### config.mk
export PLATFORM = sky130hd
export DESIGN_NAME = pwm_interval_timer_unit2
export DESIGN_NICKNAME = d
export VERILOG_FILES = /design/src/verilog/pwm_timer_pkg.sv /design/src/verilog/count_tick_gen.sv /design/src/verilog/pwm_interval_timer_unit2.sv
export VERILOG_INCLUDE_DIRS = /design/src /design/src/verilog
export SDC_FILE = /design/constraint.sdc
export NUM_CORES = 1
export LEC_CHECK = 0
export CORE_ASPECT_RATIO = 0.5
export CORE_UTILIZATION = 63
export DETAILED_ROUTE_END_ITERATION = 7
export DONT_BUFFER_PORTS = 1
export PLACE_DENSITY = 0.79
export SLEW_MARGIN = 10
export SYNTH_ARGS = -nofsm -noshare
export SYNTH_HDL_FRONTEND = slang
export SYNTH_HIERARCHICAL = 1
export SYNTH_SLANG_ARGS = --single-unit
### constraint.sdc
create_clock -name ref_clk -period 4.35 [get_ports ref_clk]
set_input_delay 0.435 -clock ref_clk [delete_from_list [all_inputs] [get_ports ref_clk]]
set_output_delay 0.435 -clock ref_clk [all_outputs]
set_load 0.005 [all_outputs]
### src/verilog/pwm_timer_params.svh
/*
 Register offsets, field positions, reset values and timing counts of the
 second 8-bit interval/PWM timer. Definitions only; included by bare name.
*/
`ifndef PWM_TIMER_PARAMS_SVH
`define PWM_TIMER_PARAMS_SVH
`define CTRL_OFFSET 8'h20
`define CMP_OFFSET 8'h21
`define CTRL_RESET 8'h00
`define CMP_RESET 8'h00
`define BIT_MODE 7
`define BIT_UNUSED 6
`define BIT_CLK_HIGH 5
`define BIT_CLK_LOW 4
`define BIT_COUNT_EN 3
`define BIT_MATCH 2
`define BIT_OUT_SEL 1
`define BIT_IRQ_EN 0
`define DIV_SLOW_A 16
`define DIV_SLOW_B 64
`define CLK_PERIOD_NS 4
`endif

### src/verilog/pwm_timer_pkg.sv
/*
 Types shared by the interval/PWM timer files.
 Assumes the params header supplies all numbers.
*/
package pwm_timer_pkg;
  typedef enum logic [1:0] {
    clk_internal = 2'b00,
    clk_div_a = 2'b01,
    clk_div_b = 2'b10,
    clk_ext_timer = 2'b11
  } clk_sel_t;
  typedef enum logic {
    mode_interval = 1'b0,
    mode_pwm = 1'b1
  } mode_t;
endpackage

### src/verilog/count_tick_gen.sv
/*
 Count-tick generator: turns the clock-select code into a one-cycle tick.
 Assumes instr_tick marks each instruction cycle and ext_tick_level comes
 from the other timer's output, possibly from another domain.
*/
`timescale 1ns/10ps
`include "pwm_timer_params.svh"
module count_tick_gen #(
  parameter int DIV_A = `DIV_SLOW_A,
  parameter int DIV_B = `DIV_SLOW_B
) (
  // Clock and reset
  input wire logic ref_clk,
  input wire logic rst_n,
  // Control
  input wire logic run,
  input wire pwm_timer_pkg::clk_sel_t clk_sel,
  // Tick sources
  input wire logic instr_tick,
  input wire logic ext_tick_level,
  // Result
  output logic tick
);
  import pwm_timer_pkg::*;

  // The modulo decode needs powers of two that fit the 8-bit prescaler
  initial begin
    if (DIV_A < 2 || DIV_B < 2 || DIV_A > 128 || DIV_B > 128) begin
      $error("count_tick_gen: divider out of range");
    end
    if ((DIV_A & (DIV_A - 1)) != 0 || (DIV_B & (DIV_B - 1)) != 0) begin
      $error("count_tick_gen: dividers must be powers of two");
    end
  end

  logic [7:0] presc;
  logic ext_meta;
  logic ext_sync;
  logic ext_prev;
  wire presc_at_a = (presc % 8'(DIV_A)) == 8'(DIV_A - 1);
  wire presc_at_b = (presc % 8'(DIV_B)) == 8'(DIV_B - 1);
  wire ext_rise = ext_sync & ~ext_prev;
  logic next_tick;

  // Rising edge of the selected count clock
  always_comb begin
    case (clk_sel)
      clk_internal: next_tick = instr_tick;
      clk_div_a: next_tick = instr_tick & presc_at_a;
      clk_div_b: next_tick = instr_tick & presc_at_b;
      clk_ext_timer: next_tick = ext_rise;
      default: next_tick = 1'b0;
    endcase
  end

  // Prescaler held at zero while stopped, so a start is phase aligned
  always_ff @(posedge ref_clk) begin
    if (!rst_n) begin
      presc <= 8'h00;
    end else if (!run) begin
      presc <= 8'h00;
    end else if (instr_tick) begin
      presc <= presc + 8'h01;
    end
  end

  // Two-stage synchroniser, edge taken on the second stage only
  always_ff @(posedge ref_clk) begin
    if (!rst_n) begin
      ext_meta <= 1'b0;
      ext_sync <= 1'b0;
      ext_prev <= 1'b0;
      tick <= 1'b0;
    end else begin
      ext_meta <= ext_tick_level;
      ext_sync <= ext_meta;
      ext_prev <= ext_sync;
      tick <= run & next_tick;
    end
  end
endmodule

### src/verilog/pwm_interval_timer_unit2.sv
/*
 Second 8-bit timer: interval timer or PWM generator driving an open-drain
 pin shared with a port bit, plus a level interrupt request.
 Holds the control and compare registers, the 8-bit counter, the waveform
 logic, the pad drive and the level interrupt toward the CPU.
 Assumes a plain register port on ref_clk and a port block that supplies
 its own pin value and direction for the shared pin.
 Assumes instr_tick is a one-cycle pulse on ref_clk, while ext_tick_level
 and the pad read-back may come from anywhere and are synchronised here.
 Assumes software stops the counter, masks and clears the flag before a
 mode change, and keeps the clock select while counting.
*/
// Strobed register access is this design's own decision.
// Contract
// - Output select makes pin a timer output
// - Pin pulls low, releases for high
// - Interval gives square wave, PWM gives PWM
// - Bit 7 selects interval or PWM mode
// - Clock select picks one of four clocks
// - Enable starts; disable stops, clears counter
// - Interval match sets the match flag
// - Interrupt equals flag and enable together
// - No interrupt request in PWM mode
// - Zero write clears flag, one ignored
// - Bit 6 unused, writes ignored
// - Interval match clears counter, counting continues
// - Interval compare loads after next match
// - PWM high until match, low until overflow
// - PWM period 256 ticks, duty compare/256
// - PWM compare loads after next overflow
// - Compare register is write only
// - Interval is compare plus one ticks
// - Dedicated interrupt line, interval matches only
// - After match: toggle, clear, flag, restart
// - Stopped interval mode drives pin low
// - Stopped PWM mode holds pin level
// - Pending flag interrupts as enable rises
`timescale 1ns/10ps
`include "pwm_timer_params.svh"
module pwm_interval_timer_unit2 #(
  parameter int DIV_A = `DIV_SLOW_A,
  parameter int DIV_B = `DIV_SLOW_B
) (
  // Clock and reset
  input wire logic ref_clk,
  input wire logic rst_n,
  // Register port
  input wire logic [7:0] reg_addr,
  input wire logic [7:0] reg_wdata,
  input wire logic reg_write,
  input wire logic reg_read,
  output logic [7:0] reg_rdata,
  // Count clock sources
  input wire logic instr_tick,
  input wire logic ext_tick_level,
  // Shared port pin, from the port block and the pad read-back
  input wire logic port_data,
  input wire logic port_direction_register,
  input wire logic shared_port_pin_in,
  // Shared port pin, toward the pad (oe low means driving) and the port block
  output logic shared_port_pin_out,
  output logic shared_port_pin_oe_n,
  output logic port_pin_value,
  // Interrupt
  output logic timer_interrupt_line
);
  import pwm_timer_pkg::*;

  // Dividers must be powers of two that fit the 8-bit prescaler
  initial begin
    if (DIV_A < 2 || DIV_A > 128) begin
      $error("pwm_interval_timer_unit2: DIV_A out of range");
    end
    if (DIV_B < 2 || DIV_B > 128) begin
      $error("pwm_interval_timer_unit2: DIV_B out of range");
    end
    if ((DIV_A & (DIV_A - 1)) != 0 || (DIV_B & (DIV_B - 1)) != 0) begin
      $error("pwm_interval_timer_unit2: dividers must be powers of two");
    end
  end

  // Control fields
  logic mode_sel;
  logic clock_select_high;
  logic clock_select_low;
  logic count_enable;
  logic match_flag;
  logic out_sel;
  logic interrupt_enable;

  // Compare staging and active copy
  logic [7:0] pwm_timer_compare;
  logic [7:0] cmp_active;

  // Counter, pending match and waveform level
  logic [7:0] count;
  logic match_pending;
  logic wave;

  // Pad read-back synchroniser stages
  logic pin_meta;
  logic pin_sync;

  // Decode helpers
  function automatic logic field(input logic [7:0] v, input int pos);
    field = v[pos];
  endfunction

  // Address decode, shared by every strobe
  function automatic logic hits(input logic [7:0] a, input logic [7:0] off);
    hits = (a == off);
  endfunction

  // Mode and clock select as typed views of the control bits
  wire mode_t mode = mode_t'(mode_sel);
  wire clk_sel_t clk_sel = clk_sel_t'({clock_select_high, clock_select_low});
  wire in_interval = (mode == mode_interval);
  wire in_pwm = (mode == mode_pwm);

  // Strobe decode; unmapped addresses fall through and are ignored
  wire wr_ctrl = reg_write & hits(reg_addr, `CTRL_OFFSET);
  wire wr_cmp = reg_write & hits(reg_addr, `CMP_OFFSET);
  wire rd_ctrl = reg_read & hits(reg_addr, `CTRL_OFFSET);

  // Count tick from the tick generator
  wire tick;

  // Write data split into control fields
  wire wd_mode = field(reg_wdata, `BIT_MODE);
  wire wd_clk_high = field(reg_wdata, `BIT_CLK_HIGH);
  wire wd_clk_low = field(reg_wdata, `BIT_CLK_LOW);
  wire wd_count_en = field(reg_wdata, `BIT_COUNT_EN);
  wire wd_match = field(reg_wdata, `BIT_MATCH);
  wire wd_out_sel = field(reg_wdata, `BIT_OUT_SEL);
  wire wd_irq_en = field(reg_wdata, `BIT_IRQ_EN);

  // Tick source: one registered pulse per count-clock rising edge

  count_tick_gen #(
    .DIV_A(DIV_A),
    .DIV_B(DIV_B)
  ) u_tick (
    .ref_clk(ref_clk),
    .rst_n(rst_n),
    .run(count_enable),
    .clk_sel(clk_sel),
    .instr_tick(instr_tick),
    .ext_tick_level(ext_tick_level),
    .tick(tick)
  );

  // Counter events; a match is only acted on at the following tick
  wire cmp_hit = (count == cmp_active);
  wire interval_restart = tick & match_pending;
  wire overflow = tick & (count == 8'hff);
  // A stop written in the restart cycle wins, so no flag is raised
  wire stopping = wr_ctrl & ~wd_count_en;
  wire flag_set = interval_restart & in_interval & ~stopping;
  wire flag_clear = wr_ctrl & ~wd_match;

  // Control register; bit 6 has no storage so writes are lost
  always_ff @(posedge ref_clk) begin
    if (!rst_n) begin
      mode_sel <= field(`CTRL_RESET, `BIT_MODE);
      clock_select_high <= field(`CTRL_RESET, `BIT_CLK_HIGH);
      clock_select_low <= field(`CTRL_RESET, `BIT_CLK_LOW);
      count_enable <= field(`CTRL_RESET, `BIT_COUNT_EN);
      out_sel <= field(`CTRL_RESET, `BIT_OUT_SEL);
      interrupt_enable <= field(`CTRL_RESET, `BIT_IRQ_EN);
    end else if (wr_ctrl) begin
      mode_sel <= wd_mode;
      clock_select_high <= wd_clk_high;
      clock_select_low <= wd_clk_low;
      count_enable <= wd_count_en;
      out_sel <= wd_out_sel;
      interrupt_enable <= wd_irq_en;
    end
  end

  // Match flag: a hardware set beats a software clear in the same cycle
  // Writing one to the flag bit leaves it as it is
  always_ff @(posedge ref_clk) begin
    if (!rst_n) begin
      match_flag <= 1'b0;
    end else if (flag_set) begin
      match_flag <= 1'b1;
    end else if (flag_clear) begin
      match_flag <= 1'b0;
    end
  end

  // Compare staging register, write only
  // Reads never see it, so bit operations on it are unsafe
  always_ff @(posedge ref_clk) begin
    if (!rst_n) begin
      pwm_timer_compare <= `CMP_RESET;
    end else if (wr_cmp) begin
      pwm_timer_compare <= reg_wdata;
    end
  end

  // Active compare reloads while stopped, at a restart or at overflow
  // so a write during counting never cuts a running interval or period
  logic reload;
  assign reload = ~count_enable
    | ((mode == mode_interval) & interval_restart)
    | ((mode == mode_pwm) & overflow);
  always_ff @(posedge ref_clk) begin
    if (!rst_n) begin
      cmp_active <= `CMP_RESET;
    end else if (reload) begin
      cmp_active <= pwm_timer_compare;
    end
  end

  // Counter; interval match is acted on at the next count tick
  // Stopping clears the count at once, whatever the tick
  logic [7:0] next_count;
  wire [7:0] count_plus = count + 8'h01;
  assign next_count = interval_restart ? 8'h00 : count_plus;
  wire [7:0] tick_count = in_pwm ? count_plus : next_count;
  // Pending match: armed at a tick or by a compare hit between ticks
  wire next_pending = in_interval & (next_count == cmp_active) & ~interval_restart;
  wire idle_hit = in_interval & cmp_hit & ~match_pending;
  always_ff @(posedge ref_clk) begin
    if (!rst_n) begin
      count <= 8'h00;
      match_pending <= 1'b0;
    end else if (!count_enable) begin
      count <= 8'h00;
      match_pending <= 1'b0;
    end else if (tick) begin
      count <= tick_count;
      match_pending <= next_pending;
    end else if (idle_hit) begin
      match_pending <= 1'b1;
    end
  end

  // PWM level for the count about to be entered; at overflow the new compare applies
  wire [7:0] pwm_cmp_next = overflow ? pwm_timer_compare : cmp_active;
  wire pwm_level_next = pwm_cmp_next > count_plus;
  // Level at count zero before the first tick after a start
  wire pwm_level_zero = cmp_active != 8'h00;

  // Waveform: toggle per interval, PWM high below compare; when stopped, interval goes low and PWM holds
  logic next_wave;
  always_comb begin
    next_wave = wave;
    if (!count_enable) begin
      next_wave = in_pwm ? wave : 1'b0;
    end else if (in_interval) begin
      next_wave = interval_restart ? ~wave : wave;
    end else if (tick) begin
      // Level for the count value about to be entered
      next_wave = pwm_level_next;
    end else if (count == 8'h00) begin
      next_wave = pwm_level_zero;
    end
  end
  // Wave register; stop handling lives in the logic above
  always_ff @(posedge ref_clk) begin
    if (!rst_n) begin
      wave <= 1'b0;
    end else begin
      wave <= next_wave;
    end
  end

  // Pad drive: open drain, the port path also only pulls low
  // Port direction is ignored once the timer owns the pin
  wire timer_pull_low = ~next_wave;
  wire port_pull_low = port_direction_register & ~port_data;
  logic next_pin_low;
  assign next_pin_low = out_sel ? timer_pull_low : port_pull_low;
  // Pad output itself is a constant low, only the enable moves
  always_ff @(posedge ref_clk) begin
    if (!rst_n) begin
      shared_port_pin_out <= 1'b0;
      shared_port_pin_oe_n <= 1'b1;
    end else begin
      shared_port_pin_out <= 1'b0;
      shared_port_pin_oe_n <= ~next_pin_low;
    end
  end

  // Pin read-back toward the port block, synchronised
  // Third stage gives the port block a clean registered value
  always_ff @(posedge ref_clk) begin
    if (!rst_n) begin
      pin_meta <= 1'b0;
      pin_sync <= 1'b0;
      port_pin_value <= 1'b0;
    end else begin
      pin_meta <= shared_port_pin_in;
      pin_sync <= pin_meta;
      port_pin_value <= pin_sync;
    end
  end

  // Interrupt level; registered from the flag and enable as they will stand, so it changes in the same cycle as them
  logic next_irq;
  logic next_irq_en;
  logic next_flag;
  // Only interval matches reach the dedicated request line
  // Flag as it will stand after this edge
  assign next_flag = flag_set | (match_flag & ~flag_clear);
  // Enable as just written, so a pending flag fires at once
  assign next_irq_en = wr_ctrl ? wd_irq_en : interrupt_enable;
  // PWM mode, or a write entering it, masks the request
  assign next_irq = next_flag & next_irq_en & in_interval
                    & ~(wr_ctrl & wd_mode);
  always_ff @(posedge ref_clk) begin
    if (!rst_n) begin
      timer_interrupt_line <= 1'b0;
    end else begin
      timer_interrupt_line <= next_irq;
    end
  end

  // Read data: control readable, compare reads zero, bit 6 zero
  logic [7:0] next_rdata;
  // Bit 6 has no storage, so it reads as a fixed zero
  assign next_rdata = rd_ctrl ? {mode_sel,
                                 1'b0,
                                 clock_select_high,
                                 clock_select_low,
                                 count_enable,
                                 match_flag,
                                 out_sel,
                                 interrupt_enable}
                              : 8'h00;
  always_ff @(posedge ref_clk) begin
    if (!rst_n) begin
      reg_rdata <= 8'h00;
    end else begin
      reg_rdata <= next_rdata;
    end
  end
endmodule

==> results_dict.tcl <==
set metrics [dict create \
    cts_sinks 55 \
    regToRegSetupSlack_ns 0.75 \
    synth_top_family_by_area "simple AND/OR/NAND/NOR gates" \
    post_synth.cell_area_avg_um2 9.19 \
    critical_path.startpoint "count[0]" \
    insertedDiodeCount 0 \
    die_area_mm2 0.00496 \
    worstSetupPathType "flop to flop" \
    endpoint_kind "flop" \
    synth_xor_area_frac 0.0732 \
    worstHoldStart "reg_addr[0]" \
    grt_usage 0.259 \
    cap_violations 0 \
    required_ns 4.54 \
    maxSlewHeadroom 0.613 \
    synthSimpleGateAreaFrac 0.222 \
    ctsResizeCount 0 \
    finalSetupTns_ns 0 \
    period_share 0.828 \
    synth-compound-area-share 0.126 \
    nets 349 \
    setup_violations 0 \
    cts-buffers-inserted 5 \
    muxShareOfSynthArea 0.0923 \
    rows 17 \
    cp_common_cell "ha_1" \
    synth_warnings 6 \
    fillers 349 \
    dpl-instance-area_mm2 0.00293 \
    finClkSkew_ns 0.00926 \
    drv_slew 0 \
    synth_edf_count 0 \
    rsz0062_at_grt "no" \
    p_leak_nw 1.13 \
    core_region_area_mm2 0.00445 \
    slowest_stage "and4_1" \
    post-cts-setup-buffers 0 \
    outcome "completed" \
    min-delay-path-class "primary input to flop" \
    period_needed_ns 3.60 \
    critPathLaunchType "flop" \
    synthArstFlopShare 0 \
    crit_buf_inv 0 \
    post_drt_wl_per_cell_um 16.0 \
    port_buffers 0 \
    clock_path_buffers 2 \
    powerDensity_mw_per_mm2 273 \
    drt_iter0_markers 103 \
    area_growth_pct 2.93 \
    drtAntennaViolNets 0 \
    syn_area_mm2 0.00294 \
    firstDrtPassIters 4 \
    holdBufCountCts 0 \
    postSynthCellCount 320 \
    cts-root-buf "clkbuf_8" \
    worstMarginPinSlew_ns 0.579 \
    grt_pass1_vias 2127 \
    synth-adder-area-share 0.0595 \
    synth.distinct_cells 56 \
    ir_drop_mv 0.163 \
    cts_max_level 2 \
    clk_latency_ns 0.31 \
    stdcell_area_mm2 0.00303 \
    grt_pass1_wl_um 10000 \
    cts_tree "yes" \
    die_h_um 50.3 \
    ys_ff_latch 55 \
    r2r-start "count[0]" \
    drive_gt1_frac 0.0868 \
    worstPathCellList "ha_1 > nand3_1 > nor2_2 > and4_1 > mux2_2 > ha_1 > nor2b_1 > o211ai_1 > a21boi_0 > o311a_1 > o221ai_1 > a41oi_1" \
    grt_overflow_total 0 \
    hold_viol 0 \
    routabilityCongestion 0.988 \
    max_freq_mhz 278 \
    path_clk_slew_ns 0.10 \
    layout_common_cells "dfxtp_1 (55), nand2_1 (29), nor2_1 (18), mux2i_1 (17), nor2b_1 (17)" \
    place_hpwl_um 4370 \
    finalPower_mw 0.827 \
    antenna_found_initial 0 \
    critPathMaxStageDelay_ns 0.55 \
    grt_start_max_net_pins 36 \
    drc 0 \
    avgViaCountPerCell 6.05 \
    crit_fanout 10 \
    routed_wl_um 5900 \
    crit_arrival_ns 3.79 \
    initial_core_util 0.662 \
    io_pins 37 \
    ys_seq_area_frac 0.374 \
    crit_family "simple AND/OR/NAND/NOR gates" \
    die_w_um 98.6 \
    final_common_cell "dfxtp_1" \
    synth_ff_type "dfxtp_1" \
    via_count 2226 \
]
state kept, by name, indices dropped and copies added (netlist names):
register and flops:
wave 1, pin_meta 1, out_sel 1, clock_select_high 1
u_tick/ext_sync 1, count_enable 1, in_pwm 1, count 8
cmp_active 8, reg_rdata 7, match_pending 1, pwm_timer_compare 8
u_tick/ext_prev 1, timer_interrupt_line 1, pin_sync 1, u_tick/ext_meta 1
match_flag 1, port_pin_value 1, shared_port_pin_oe_n 1, interrupt_enable 1
u_tick/presc 6, clock_select_low 1, u_tick/tick 1
through the flow:
stage                     setup WS [ns]  instances   util  hold slack, ns
final                             0.748        368  0.681           0.184
after CTS                         0.742        368  0.681           0.182
after floorplan                    1.25        321      -           0.412
after global routing              0.486        368  0.681           0.175
after detailed placement          0.776        360  0.659           0.424
after global placement            0.962        360  0.659           0.413
logic make-up (layout without fill, tap and decap cells):
logic type / Yosys count / count (layout)
compound gates: 53 / 53
fa+ha+maj: 14 / 14
other cells: 1 / 2
xor+xnor: 23 / 23
flops: 55 / 55
buf+inv: 33 / 23
simple gates: 115 / 115
mux: 26 / 26
synth_stat cells (2+ instances only):
cell type / number / area (um^2)
dfxtp_1: 55 / 1100
a211oi_1: 2 / 15.0
nor2b_1: 17 / 106
o31ai_1: 2 / 15.0
nor3_1: 5 / 25.0
nand3b_1: 2 / 15.0
inv_1: 14 / 52.6
o21ai_1: 2 / 10.0
a21o_1: 2 / 15.0
buf_4: 5 / 37.5
mux2i_1: 17 / 170
ha_1: 14 / 175
nand3_1: 7 / 35.0
nor2_1: 18 / 67.6
and4_1: 3 / 26.3
clkbuf_1: 9 / 33.8
and2_1: 14 / 87.6
o21ai_0: 10 / 50.1
a21boi_1: 9 / 67.6
xnor2_1: 11 / 96.3
nor4b_1: 2 / 17.5
buf_2: 5 / 25.0
and3_1: 3 / 18.8
a21oi_1: 9 / 45.0
nor4_1: 4 / 25.0
mux2_2: 9 / 101
nand4_1: 2 / 12.5
xor2_1: 11 / 96.3
nand2_1: 29 / 109
a22oi_1: 2 / 15.0
power breakdown:
group / internal [mW] / switching, mW / total [mW]
clock: 0.134 / 0.177 / 0.310
combinational: 0.00690 / 0.00307 / 0.00997
sequential: 0.506 / 0.00113 / 0.507
area by class of cell:
cell class              count  area (um^2)  share of cell area
multi-input cells         233         1700               0.560
flip-flops and latches     55         1100               0.364
clock buffers               6         82.6              0.0273
well taps                  57         71.3              0.0236
inverters                  14         52.6              0.0174
clock inverters             2         17.5             0.00579
repair buffers              1         7.51             0.00248
layer usage:
metal	track usage	wire length, um	up-vias
li1	-	-	1087
met4	0.0821	63	0
met2	0.440	2750	59
met1	0.334	2760	1073
met3	0.0571	320	7
met5	0	0	-
worst paths after layout:
kind / endpoint / cells past startpoint
max: shared_port_pin_oe_n / 12
min: reg_rdata[7] / 1
max reg2reg: shared_port_pin_oe_n / 12
min reg2reg: pin_sync / 1
Power figures use the tool's default switching activity.
